--- src/der_pkg.sv ---
// constants, types and bus carriers of the diagnostic event register block
package der_pkg;

    ////////////////////////////////////////////////////////////////////////////////
    localparam int unsigned DER_NUM_EVENTS = 16;
    localparam int unsigned DER_CNT_W      = 5;
    localparam int unsigned DER_ADDR_W     = 5;
    localparam int unsigned DER_IRQ_W      = 3;

    // event bit positions
    localparam int unsigned DER_EV_CPU_OVER_TEMP     = 0;
    localparam int unsigned DER_EV_DIFF_SENSOR_INIT  = 1;
    localparam int unsigned DER_EV_ABS_SENSOR_INIT   = 2;
    localparam int unsigned DER_EV_VREF_RANGE        = 3;
    localparam int unsigned DER_EV_FLOW_RANGE        = 4;
    localparam int unsigned DER_EV_ABS_OVER_RANGE    = 5;
    localparam int unsigned DER_EV_GAS_TEMP_RANGE    = 6;
    localparam int unsigned DER_EV_ANALOG_OUT_ALARM  = 7;
    localparam int unsigned DER_EV_SERIAL_COMM       = 8;
    localparam int unsigned DER_EV_FIELDBUS_COMM     = 9;
    localparam int unsigned DER_EV_NVM_RW            = 10;
    localparam int unsigned DER_EV_AUTO_ZERO_FAIL    = 11;
    localparam int unsigned DER_EV_ABS_TARE_FAIL     = 12;
    localparam int unsigned DER_EV_DIFF_COUNTS_BAD   = 13;
    localparam int unsigned DER_EV_ABS_COUNTS_BAD    = 14;
    localparam int unsigned DER_EV_FATAL             = 15;

    // register byte offsets
    localparam logic [DER_ADDR_W-1:0] DER_OFS_STATUS    = 5'h00;
    localparam logic [DER_ADDR_W-1:0] DER_OFS_MASK      = 5'h04;
    localparam logic [DER_ADDR_W-1:0] DER_OFS_LATCH     = 5'h08;
    localparam logic [DER_ADDR_W-1:0] DER_OFS_COUNT     = 5'h0c;
    localparam logic [DER_ADDR_W-1:0] DER_OFS_CMD       = 5'h10;
    localparam logic [DER_ADDR_W-1:0] DER_OFS_IRQ_STAT  = 5'h14;
    localparam logic [DER_ADDR_W-1:0] DER_OFS_IRQ_MASK  = 5'h18;

    // reset values
    localparam logic [15:0] DER_MASK_RST  = 16'h0001;
    localparam logic [15:0] DER_LATCH_RST = 16'h0000;

    // command keys: arm first, then confirm
    localparam logic [7:0] DER_KEY_ARM     = 8'h5a;
    localparam logic [7:0] DER_KEY_CONFIRM = 8'ha5;

    // interrupt status bits
    localparam int unsigned DER_IRQ_NEW_EVENT = 0;
    localparam int unsigned DER_IRQ_CLEARED   = 1;
    localparam int unsigned DER_IRQ_NVM_DONE  = 2;

    // avalon responses
    localparam logic [1:0] DER_RESP_OKAY   = 2'h0;
    localparam logic [1:0] DER_RESP_DECERR = 2'h3;

    ////////////////////////////////////////////////////////////////////////////////
    typedef struct packed {
        logic                  read;
        logic                  write;
        logic [DER_ADDR_W-1:0] address;
        logic [31:0]           writedata;
        logic [3:0]            byteenable;
    } der_avs_req_t;

    typedef struct packed {
        logic [15:0] mask;
        logic [15:0] latch;
    } der_nvm_rec_t;

endpackage
--- src/der_event_regs.sv ---
// diagnostic event register block: condition sync, status logic, avalon slave, nvm hand-off
`timescale 1ns/100ps
module der_event_regs
    import der_pkg::*;
#(
    parameter int unsigned NUM_EVENTS = DER_NUM_EVENTS
) (
    input  wire logic                  sys_clk_in,
    input  wire logic                  rst_in,
    input  wire der_avs_req_t          avs_req_in,
    output logic                       avs_waitrequest_out,
    output logic [31:0]                avs_readdata_out,
    output logic [1:0]                 avs_response_out,
    input  wire logic [NUM_EVENTS-1:0] event_cond_in,
    input  wire logic                  nvm_load_in,
    input  wire der_nvm_rec_t          nvm_load_rec_in,
    output logic                       nvm_store_req_out,
    output der_nvm_rec_t               nvm_store_rec_out,
    input  wire logic                  nvm_store_ack_in,
    output logic [NUM_EVENTS-1:0]      event_status_out,
    output logic [DER_CNT_W-1:0]       event_count_out,
    output logic                       irq_out
);

    ////////////////////////////////////////////////////////////////////////////////
    typedef struct packed {
        logic [NUM_EVENTS-1:0] sync1;
        logic [NUM_EVENTS-1:0] sync2;
        logic [NUM_EVENTS-1:0] sync3;
        logic [NUM_EVENTS-1:0] cond;
        logic [NUM_EVENTS-1:0] sticky;
        logic [NUM_EVENTS-1:0] status;
        logic [DER_CNT_W-1:0]  count;
        logic [NUM_EVENTS-1:0] mask;
        logic [NUM_EVENTS-1:0] latch;
        logic                  ack;
        logic [31:0]           rdata;
        logic [1:0]            resp;
        logic                  armed;
        logic [DER_IRQ_W-1:0]  irq_stat;
        logic [DER_IRQ_W-1:0]  irq_mask;
        logic                  nvm_req;
        der_nvm_rec_t          nvm_rec;
    } der_state_t;

    der_state_t state_q;
    der_state_t state_d;

    logic                  bus_req;
    logic                  wr_fire;
    logic                  rd_first;
    logic                  clr_fire;
    logic [NUM_EVENTS-1:0] new_bits;

    ////////////////////////////////////////////////////////////////////////////////
    function automatic logic [15:0] der_merge16(input logic [15:0] old_v,
                                                input logic [31:0] wdata,
                                                input logic [3:0]  be);
        logic [15:0] r;
        r = old_v;
        if (be[0]) begin
            r[7:0] = wdata[7:0];
        end
        if (be[1]) begin
            r[15:8] = wdata[15:8];
        end
        return r;
    endfunction

    function automatic logic [DER_CNT_W-1:0] der_popcount(input logic [NUM_EVENTS-1:0] v);
        logic [DER_CNT_W-1:0] n;
        n = '0;
        for (int i = 0; i < NUM_EVENTS; i++) begin
            n = n + DER_CNT_W'(v[i]);
        end
        return n;
    endfunction

    ////////////////////////////////////////////////////////////////////////////////
    // one wait cycle per access: request taken, data ready, then waitrequest drops
    assign bus_req  = avs_req_in.read | avs_req_in.write;
    assign rd_first = bus_req & ~state_q.ack;
    assign wr_fire  = avs_req_in.write & state_q.ack;
    assign clr_fire = wr_fire && (avs_req_in.address == DER_OFS_CMD) && avs_req_in.byteenable[0]
                      && state_q.armed && (avs_req_in.writedata[7:0] == DER_KEY_CONFIRM);
    assign new_bits = state_d.status & ~state_q.status;

    always_comb begin
        state_d = state_q;

        // three-stage sync; a change counts once stages two and three agree
        state_d.sync1 = event_cond_in;
        state_d.sync2 = state_q.sync1;
        state_d.sync3 = state_q.sync2;
        for (int i = 0; i < NUM_EVENTS; i++) begin
            if (state_q.sync2[i] == state_q.sync3[i]) begin
                state_d.cond[i] = state_q.sync3[i];
            end
        end

        // sticky only collects enabled events, so a later unmask shows nothing stale
        if (clr_fire) begin
            state_d.sticky = '0;
            state_d.status = '0;
        end else begin
            state_d.sticky = state_q.sticky | (state_q.mask & state_q.cond);
            state_d.status = state_q.mask
                           & ((state_q.latch & state_d.sticky)
                           | (~state_q.latch & state_q.cond));
        end
        state_d.count = der_popcount(state_q.status);

        // bus: read data captured on the first cycle, writes land when waitrequest is low
        state_d.ack = rd_first;
        if (rd_first) begin
            state_d.rdata = '0;
            state_d.resp  = DER_RESP_OKAY;
            unique case (avs_req_in.address)
                DER_OFS_STATUS:   state_d.rdata[NUM_EVENTS-1:0] = state_q.status;
                DER_OFS_MASK:     state_d.rdata[NUM_EVENTS-1:0] = state_q.mask;
                DER_OFS_LATCH:    state_d.rdata[NUM_EVENTS-1:0] = state_q.latch;
                DER_OFS_COUNT:    state_d.rdata[DER_CNT_W-1:0]  = state_q.count;
                DER_OFS_CMD:      state_d.rdata[0]              = state_q.armed;
                DER_OFS_IRQ_STAT: state_d.rdata[DER_IRQ_W-1:0]  = state_q.irq_stat;
                DER_OFS_IRQ_MASK: state_d.rdata[DER_IRQ_W-1:0]  = state_q.irq_mask;
                default:          state_d.resp                  = DER_RESP_DECERR;
            endcase
        end

        // restored settings from nonvolatile memory, overridden by a bus write in the same cycle
        if (nvm_load_in) begin
            state_d.mask  = nvm_load_rec_in.mask;
            state_d.latch = nvm_load_rec_in.latch;
        end

        // nvm handshake: request held until acknowledged
        if (nvm_store_ack_in) begin
            state_d.nvm_req = 1'b0;
        end

        if (wr_fire) begin
            unique case (avs_req_in.address)
                DER_OFS_MASK: begin
                    state_d.mask    = der_merge16(state_q.mask, avs_req_in.writedata,
                                                  avs_req_in.byteenable);
                    state_d.nvm_req = 1'b1;
                end
                DER_OFS_LATCH: begin
                    state_d.latch   = der_merge16(state_q.latch, avs_req_in.writedata,
                                                  avs_req_in.byteenable);
                    state_d.nvm_req = 1'b1;
                end
                DER_OFS_CMD: begin
                    // any other value or a confirm disarms, so a stray write cannot clear
                    if (avs_req_in.byteenable[0]) begin
                        state_d.armed = (avs_req_in.writedata[7:0] == DER_KEY_ARM);
                    end
                end
                DER_OFS_IRQ_MASK: begin
                    if (avs_req_in.byteenable[0]) begin
                        state_d.irq_mask = avs_req_in.writedata[DER_IRQ_W-1:0];
                    end
                end
                default: begin
                end
            endcase
        end
        // record follows the live settings; the nvm side copies it at its ack
        state_d.nvm_rec.mask  = state_d.mask;
        state_d.nvm_rec.latch = state_d.latch;

        // sticky interrupts: write one to clear, a new event in the same cycle wins
        if (wr_fire && (avs_req_in.address == DER_OFS_IRQ_STAT) && avs_req_in.byteenable[0]) begin
            state_d.irq_stat = state_q.irq_stat & ~avs_req_in.writedata[DER_IRQ_W-1:0];
        end
        // rising bits taken from state_d here, so the process never reads back its own net
        if (|(state_d.status & ~state_q.status)) begin
            state_d.irq_stat[DER_IRQ_NEW_EVENT] = 1'b1;
        end
        if (clr_fire) begin
            state_d.irq_stat[DER_IRQ_CLEARED] = 1'b1;
        end
        if (state_q.nvm_req && nvm_store_ack_in) begin
            state_d.irq_stat[DER_IRQ_NVM_DONE] = 1'b1;
        end
    end

    ////////////////////////////////////////////////////////////////////////////////
    always_ff @(posedge sys_clk_in or posedge rst_in) begin
        if (rst_in) begin
            state_q          <= '0;
            state_q.mask     <= DER_MASK_RST;
            state_q.latch    <= DER_LATCH_RST;
            state_q.nvm_rec  <= '{mask: DER_MASK_RST, latch: DER_LATCH_RST};
        end else begin
            state_q <= state_d;
        end
    end

    assign avs_waitrequest_out = bus_req & ~state_q.ack;
    assign avs_readdata_out    = state_q.rdata;
    assign avs_response_out    = state_q.resp;
    assign nvm_store_req_out   = state_q.nvm_req;
    assign nvm_store_rec_out   = state_q.nvm_rec;
    assign event_status_out    = state_q.status;
    assign event_count_out     = state_q.count;
    assign irq_out             = |(state_q.irq_stat & state_q.irq_mask);

    ////////////////////////////////////////////////////////////////////////////////
    // checks
    logic mask_wr;
    logic latch_wr;
    assign mask_wr  = wr_fire && (avs_req_in.address == DER_OFS_MASK);
    assign latch_wr = wr_fire && (avs_req_in.address == DER_OFS_LATCH);

    a_mask_gates_status: assert property (@(posedge sys_clk_in) disable iff (rst_in)
        1'b1 |=> ((state_q.status & ~$past(state_q.mask)) == '0))
        else $error("status bit set for a masked event");

    a_unlatched_follow: assert property (@(posedge sys_clk_in) disable iff (rst_in)
        !clr_fire |=> ((state_q.status & ~$past(state_q.latch))
                       == ($past(state_q.mask) & ~$past(state_q.latch) & $past(state_q.cond))))
        else $error("unlatched status does not follow the condition");

    a_latched_hold: assert property (@(posedge sys_clk_in) disable iff (rst_in)
        (!clr_fire && !mask_wr && !latch_wr && !nvm_load_in)
        ##1 (!clr_fire && !nvm_load_in)
        |-> ((state_q.status & $past(state_q.status & state_q.latch & state_q.mask))
             == $past(state_q.status & state_q.latch & state_q.mask)))
        else $error("latched status bit dropped without reset");

    a_clear_all_bits: assert property (@(posedge sys_clk_in) disable iff (rst_in)
        clr_fire |=> (state_q.status == '0) && (state_q.sticky == '0)
                     && state_q.irq_stat[DER_IRQ_CLEARED])
        else $error("confirmed reset did not clear the status register");

    a_clear_needs_arm: assert property (@(posedge sys_clk_in) disable iff (rst_in)
        $rose(state_q.armed) |-> $past(wr_fire && (avs_req_in.address == DER_OFS_CMD)
                                        && (avs_req_in.writedata[7:0] == DER_KEY_ARM)))
        else $error("clear armed without an arming write");

    a_count_tracks: assert property (@(posedge sys_clk_in) disable iff (rst_in)
        1'b1 |=> (state_q.count == DER_CNT_W'($countones($past(state_q.status)))))
        else $error("event count differs from status bits");

    a_nvm_store_req: assert property (@(posedge sys_clk_in) disable iff (rst_in)
        (mask_wr || latch_wr) |=> nvm_store_req_out
                                  && (nvm_store_rec_out.mask == state_q.mask)
                                  && (nvm_store_rec_out.latch == state_q.latch))
        else $error("accepted settings not offered to nvm");

    a_nvm_req_holds: assert property (@(posedge sys_clk_in) disable iff (rst_in)
        (nvm_store_req_out && !nvm_store_ack_in) |=> nvm_store_req_out)
        else $error("nvm request dropped before ack");

    a_mask_write_bit: assert property (@(posedge sys_clk_in) disable iff (rst_in)
        (mask_wr && avs_req_in.byteenable[0] && !avs_req_in.byteenable[1])
        |=> (state_q.mask[15:8] == $past(state_q.mask[15:8]))
            && (state_q.mask[7:0] == $past(avs_req_in.writedata[7:0])))
        else $error("mask byte lanes not honoured");

    a_wait_bounded: assert property (@(posedge sys_clk_in) disable iff (rst_in)
        bus_req |-> ##[0:1] !avs_waitrequest_out)
        else $error("waitrequest held too long");

    a_irq_new_event: assert property (@(posedge sys_clk_in) disable iff (rst_in)
        (|new_bits) |=> state_q.irq_stat[DER_IRQ_NEW_EVENT])
        else $error("new event did not set its interrupt bit");

    // reset is asynchronous, so two sampled reset edges are needed before state is known
    a_reset_defaults: assert property (@(posedge sys_clk_in)
        rst_in ##1 rst_in |-> (state_q.status == '0) && (state_q.mask == DER_MASK_RST)
                              && (state_q.latch == DER_LATCH_RST))
        else $error("reset did not clear status and restore defaults");

    a_read_status: assert property (@(posedge sys_clk_in) disable iff (rst_in)
        (rd_first && avs_req_in.read && (avs_req_in.address == DER_OFS_STATUS))
        |=> (avs_readdata_out == 32'($past(state_q.status))))
        else $error("status read does not return the status bits");

    c_latched_event:  cover property (@(posedge sys_clk_in) disable iff (rst_in)
        (state_q.latch != '0) && (state_q.status & state_q.latch & ~state_q.cond) != '0);
    c_confirmed_clr:  cover property (@(posedge sys_clk_in) disable iff (rst_in) clr_fire);
    c_nvm_handshake:  cover property (@(posedge sys_clk_in) disable iff (rst_in)
        nvm_store_req_out && nvm_store_ack_in);
    c_unmapped_read:  cover property (@(posedge sys_clk_in) disable iff (rst_in)
        !avs_waitrequest_out && avs_req_in.read && (avs_response_out == DER_RESP_DECERR));
    c_byte_lane_wr:   cover property (@(posedge sys_clk_in) disable iff (rst_in)
        mask_wr && !avs_req_in.byteenable[1]);

endmodule

--- config.mk ---
export PLATFORM = sky130hd
export DESIGN_NAME = der_event_regs
export DESIGN_NICKNAME = d
export VERILOG_FILES = /design/src/der_pkg.sv /design/src/der_event_regs.sv
export SDC_FILE = /design/constraint.sdc
export NUM_CORES = 1
export LEC_CHECK = 0
export ABC_AREA = 0
export ABC_CLOCK_PERIOD_IN_PS = 8410
export BUFFER_PORTS_ARGS = -buffer_cell sky130_fd_sc_hd__buf_2
export CORE_UTILIZATION = 58
export DETAILED_ROUTE_END_ITERATION = 16
export PLACE_DENSITY = 0.86
export SETUP_SLACK_MARGIN = 0.2
export SLEW_MARGIN = 20
export SYNTH_ARGS = -nofsm -noshare
export SYNTH_HDL_FRONTEND = slang
export SYNTH_SLANG_ARGS = --single-unit
--- constraint.sdc ---
create_clock -name sys_clk_in -period 8.41 [get_ports sys_clk_in]
set_input_delay 0 -clock sys_clk_in [delete_from_list [all_inputs] [get_ports sys_clk_in]]
set_output_delay 0 -clock sys_clk_in [all_outputs]
set_load 0.05 [all_outputs]
==> run summary <==
EDFF count, synth -> 0
Post-Syn Area -> 7340 sq um
Die X -> 114 um
WP buf/inv -> 3
Worst EP required -> 8.78 ns
Die Y -> 114 um
Initial DRC Count -> 660
RSZ-0062 raised after global routing -> no
Vias in the first global route -> 5648
CTS Root Cell -> clkbuf_16
Core Area -> 12200 sq um
Sw frac -> 31.4%
Psw -> 0.712 mW
Worst Setup Path Type -> register to register
Final net count -> 925
Setup Skew -> 0.00843 ns
WP depth -> 11
Initial Util -> 60.3%
Final hold violations -> 0
Cell Count, Final, Fillers Out -> 997
Initial antenna violation count -> 0
CP endpoint kind -> register
WP data arrival -> 3.90 ns
Most frequent cell after synthesis -> dfrtp_1
Most used cell, CP -> fa_1
Avg WL per Cell -> 19.3 um
Final wirelength -> 19200 um
Syn Inst Count -> 648
Fin. max-slew vios -> 0
Worst-margin pin slew -> 0.970 ns
Post-CTS Setup Bufs -> 0
FMAX -> 0.283 GHz
Gate power share -> 23.1%
Share of cells above drive strength 1 -> 24.8%
Min Tclk post-route -> 3.53 ns
Crit-path slowest cell -> fa_1
Row count -> 40
Layout Utilization -> 75.1%
Design area -> 9130 sq um
Largest net degree at the start of global routing -> 82
Register area share after synthesis -> 54.2%
Internal power -> 1.55 mW
First-pass GRT wire length -> 29700 um
Sequential share of power -> 39.2%
Area Overhead vs Synth -> 24.4%
Pre-antenna DRT Iters -> 8
Most used DFF post-synth -> dfrtp_1
Pwr dens -> 248 nW/um^2
# port buffers -> 150
Area share of the largest cell type after synthesis -> 53.9%
Status -> finished, final reports clean
Final RePlAce weighted congestion -> 0.882
Ranking of synthesized cells by area -> dfrtp_1 54%, buf_4 9.1%, nand2_1 4.3%
Hold Path Class -> input pin to register
Seq cells post-synth -> 159
CP Cell Sequence -> inv_1, fa_1, fa_1, fa_1, fa_1, inv_1, ha_1, inv_1, fa_1, nor2b_1, o21a_1
CP top delay family -> adder cells
I/O pin total -> 185
R2R depth -> 11
Clk pwr share -> 37.7%
Synth cell count leaders -> 158 x dfrtp_1, 89 x buf_4, 84 x nand2_1, 35 x a21oi_1
Post-route ant nets -> 0
Multi-input logic area -> 2470 sq um
Placed cells -> 875
Worst vdd ir -> 0.183 mV
CTS buffer count -> 17
CP max FO -> 4
Clock sinks -> 159
Synth Warn # -> 0
MaxCap Viol Count -> 0
Hold Path Depth -> 4
DRC viols -> 0
GRT Util Overall -> 31.0%
Storage element area -> 3980 sq um
Layout filler cell count -> 775
Setup violators final -> 0
Most area-hungry cell type in the Yosys netlist -> dfrtp_1
Mean area per synthesized cell -> 11.3 sq um
Maximum buffer depth of the clock tree -> 2
Gr ovfl total -> 0
Final period util -> 42.0%
P_leak -> 4.33 nW
Critical path's largest stage delay -> 0.58 ns
Die ar. -> 13100 sq um
Htree depth -> 4
Distinct cells, synth -> 47
Worst skew pair latency -> 0.43 ns
Cell Area, Placed -> 7570 sq um
Dpl hpwl -> 12000 um
Async set-reset flop share out of synthesis -> 100%
Vias -> 5553
Worst slew margin -> 33.5%
Reg clk slew, reported paths -> 0.06 ns
Avg Vias per Cell -> 5.57
CTS tree -> built
Critical Path Start Type -> register
Setup TNS -> 0 ns
## worst paths after layout
check	end	slack, ns	start
max	event_count_out[4]	4.88	event_status_out[5]
min	state_q[39]	0.05	avs_req_in[7]
max reg2reg	event_count_out[4]	4.88	event_status_out[5]
min reg2reg	state_d[175]	0.35	state_d[191]
max in group asynchronous	state_d[189]	6.68	rst_in
min in group asynchronous	state_d[184]	0.23	rst_in
## power groups by stage
stage	registers, mW	logic, mW	clock network [mW]
final	0.888	0.523	0.855
after global routing	0.892	0.566	0.893
after CTS	0.884	0.517	0.857
after detailed placement	0.897	0.483	0
after global placement	0.894	0.464	0
after floorplan	0.876	0.422	0
## area by class of cell
cell class | count | share of cell area (%)
Sequential cell | 159 | 43.6
Multi-Input combinational cell | 362 | 27.1
Clock buffer | 19 | 4.96
Clock inverter | 13 | 2.32
Tap cell | 168 | 2.30
Timing Repair Buffer | 244 | 18.4
Antenna cell | 1 | 0.0274
Inverter | 31 | 1.33
## worst register-to-register path, stage by stage, from the launching register on
cell,delay (ns)
dfrtp_1,0.42
inv_1,0.09
fa_1,0.58
fa_1,0.44
fa_1,0.52
fa_1,0.42
inv_1,0.08
ha_1,0.17
inv_1,0.06
fa_1,0.46
nor2b_1,0.13
o21a_1,0.12
## sequential cells by signal, summed over array words and instances (netlist names)
name / count
state_q: 56
nvm_store_rec_out: 32
state_d: 32
avs_readdata_out: 16
event_status_out: 16
event_count_out: 5
avs_response_out: 1
nvm_store_req_out: 1
## metal layers
layer | up-vias | track usage, % | part of all wire, %
met4 | 0 | 17.9 | 4.3
met1 | 2741 | 37.5 | 39
li1 | 2431 | - | -
met5 | - | 0 | 0
met2 | 308 | 49.5 | 48
met3 | 73 | 9.21 | 7.7
## logic make-up after synthesis
kind of cell,after synthesis,synth area share (%)
AOI/OAI and AO/OA,111,9.96
adders and majority gates,31,5.76
xor gates and xnor gates,2,0.239
other,1,0.0511
and+or+nand+nor,176,12.9
muxes,26,3.97
DFF,159,54.2
buffers and inverters,142,12.9
## stage by stage
| step | worst slack, ns | hold slack (ns) | power [mW] |
|---|---|---|---|
| after floorplan | 4.12 | 0.0314 | 1.30 |
| after global placement | 5.00 | 0.108 | 1.36 |
| after detailed placement | 4.89 | 0.109 | 1.38 |
| after CTS | 4.87 | 0.0280 | 2.26 |
| after global routing | 4.71 | 0.0877 | 2.35 |
| final | 4.88 | 0.0500 | 2.27 |
## cells in the final DEF (no fill, tap or decap), types with 5 or more instances in the layout
| cell type | n |
|---|---|
| a21oi_1 | 35 |
| a22o_1 | 14 |
| a22oi_1 | 33 |
| and2_1 | 5 |
| buf_2 | 150 |
| buf_4 | 5 |
| bufinv_16 | 5 |
| clkbuf_16 | 17 |
| clkinv_4 | 5 |
| conb_1 | 16 |
| dfrtp_1 | 158 |
| dlygate4sd3_1 | 89 |
| fa_1 | 10 |
| ha_1 | 5 |
| inv_1 | 30 |
| maj3_1 | 16 |
| mux2_2 | 5 |
| mux2i_1 | 19 |
| nand2_1 | 84 |
| nor2_1 | 26 |
| nor2b_1 | 5 |
| nor3b_1 | 33 |
| o21ai_0 | 17 |
## repair_timing
| item | CTS | global route |
|---|---|---|
| hold buffers | 89 | 0 |
| gates resized for setup | 0 | 0 |
| endpoints found under the hold margin | 138 | 0 |
(Power assumes the default switching activity.)
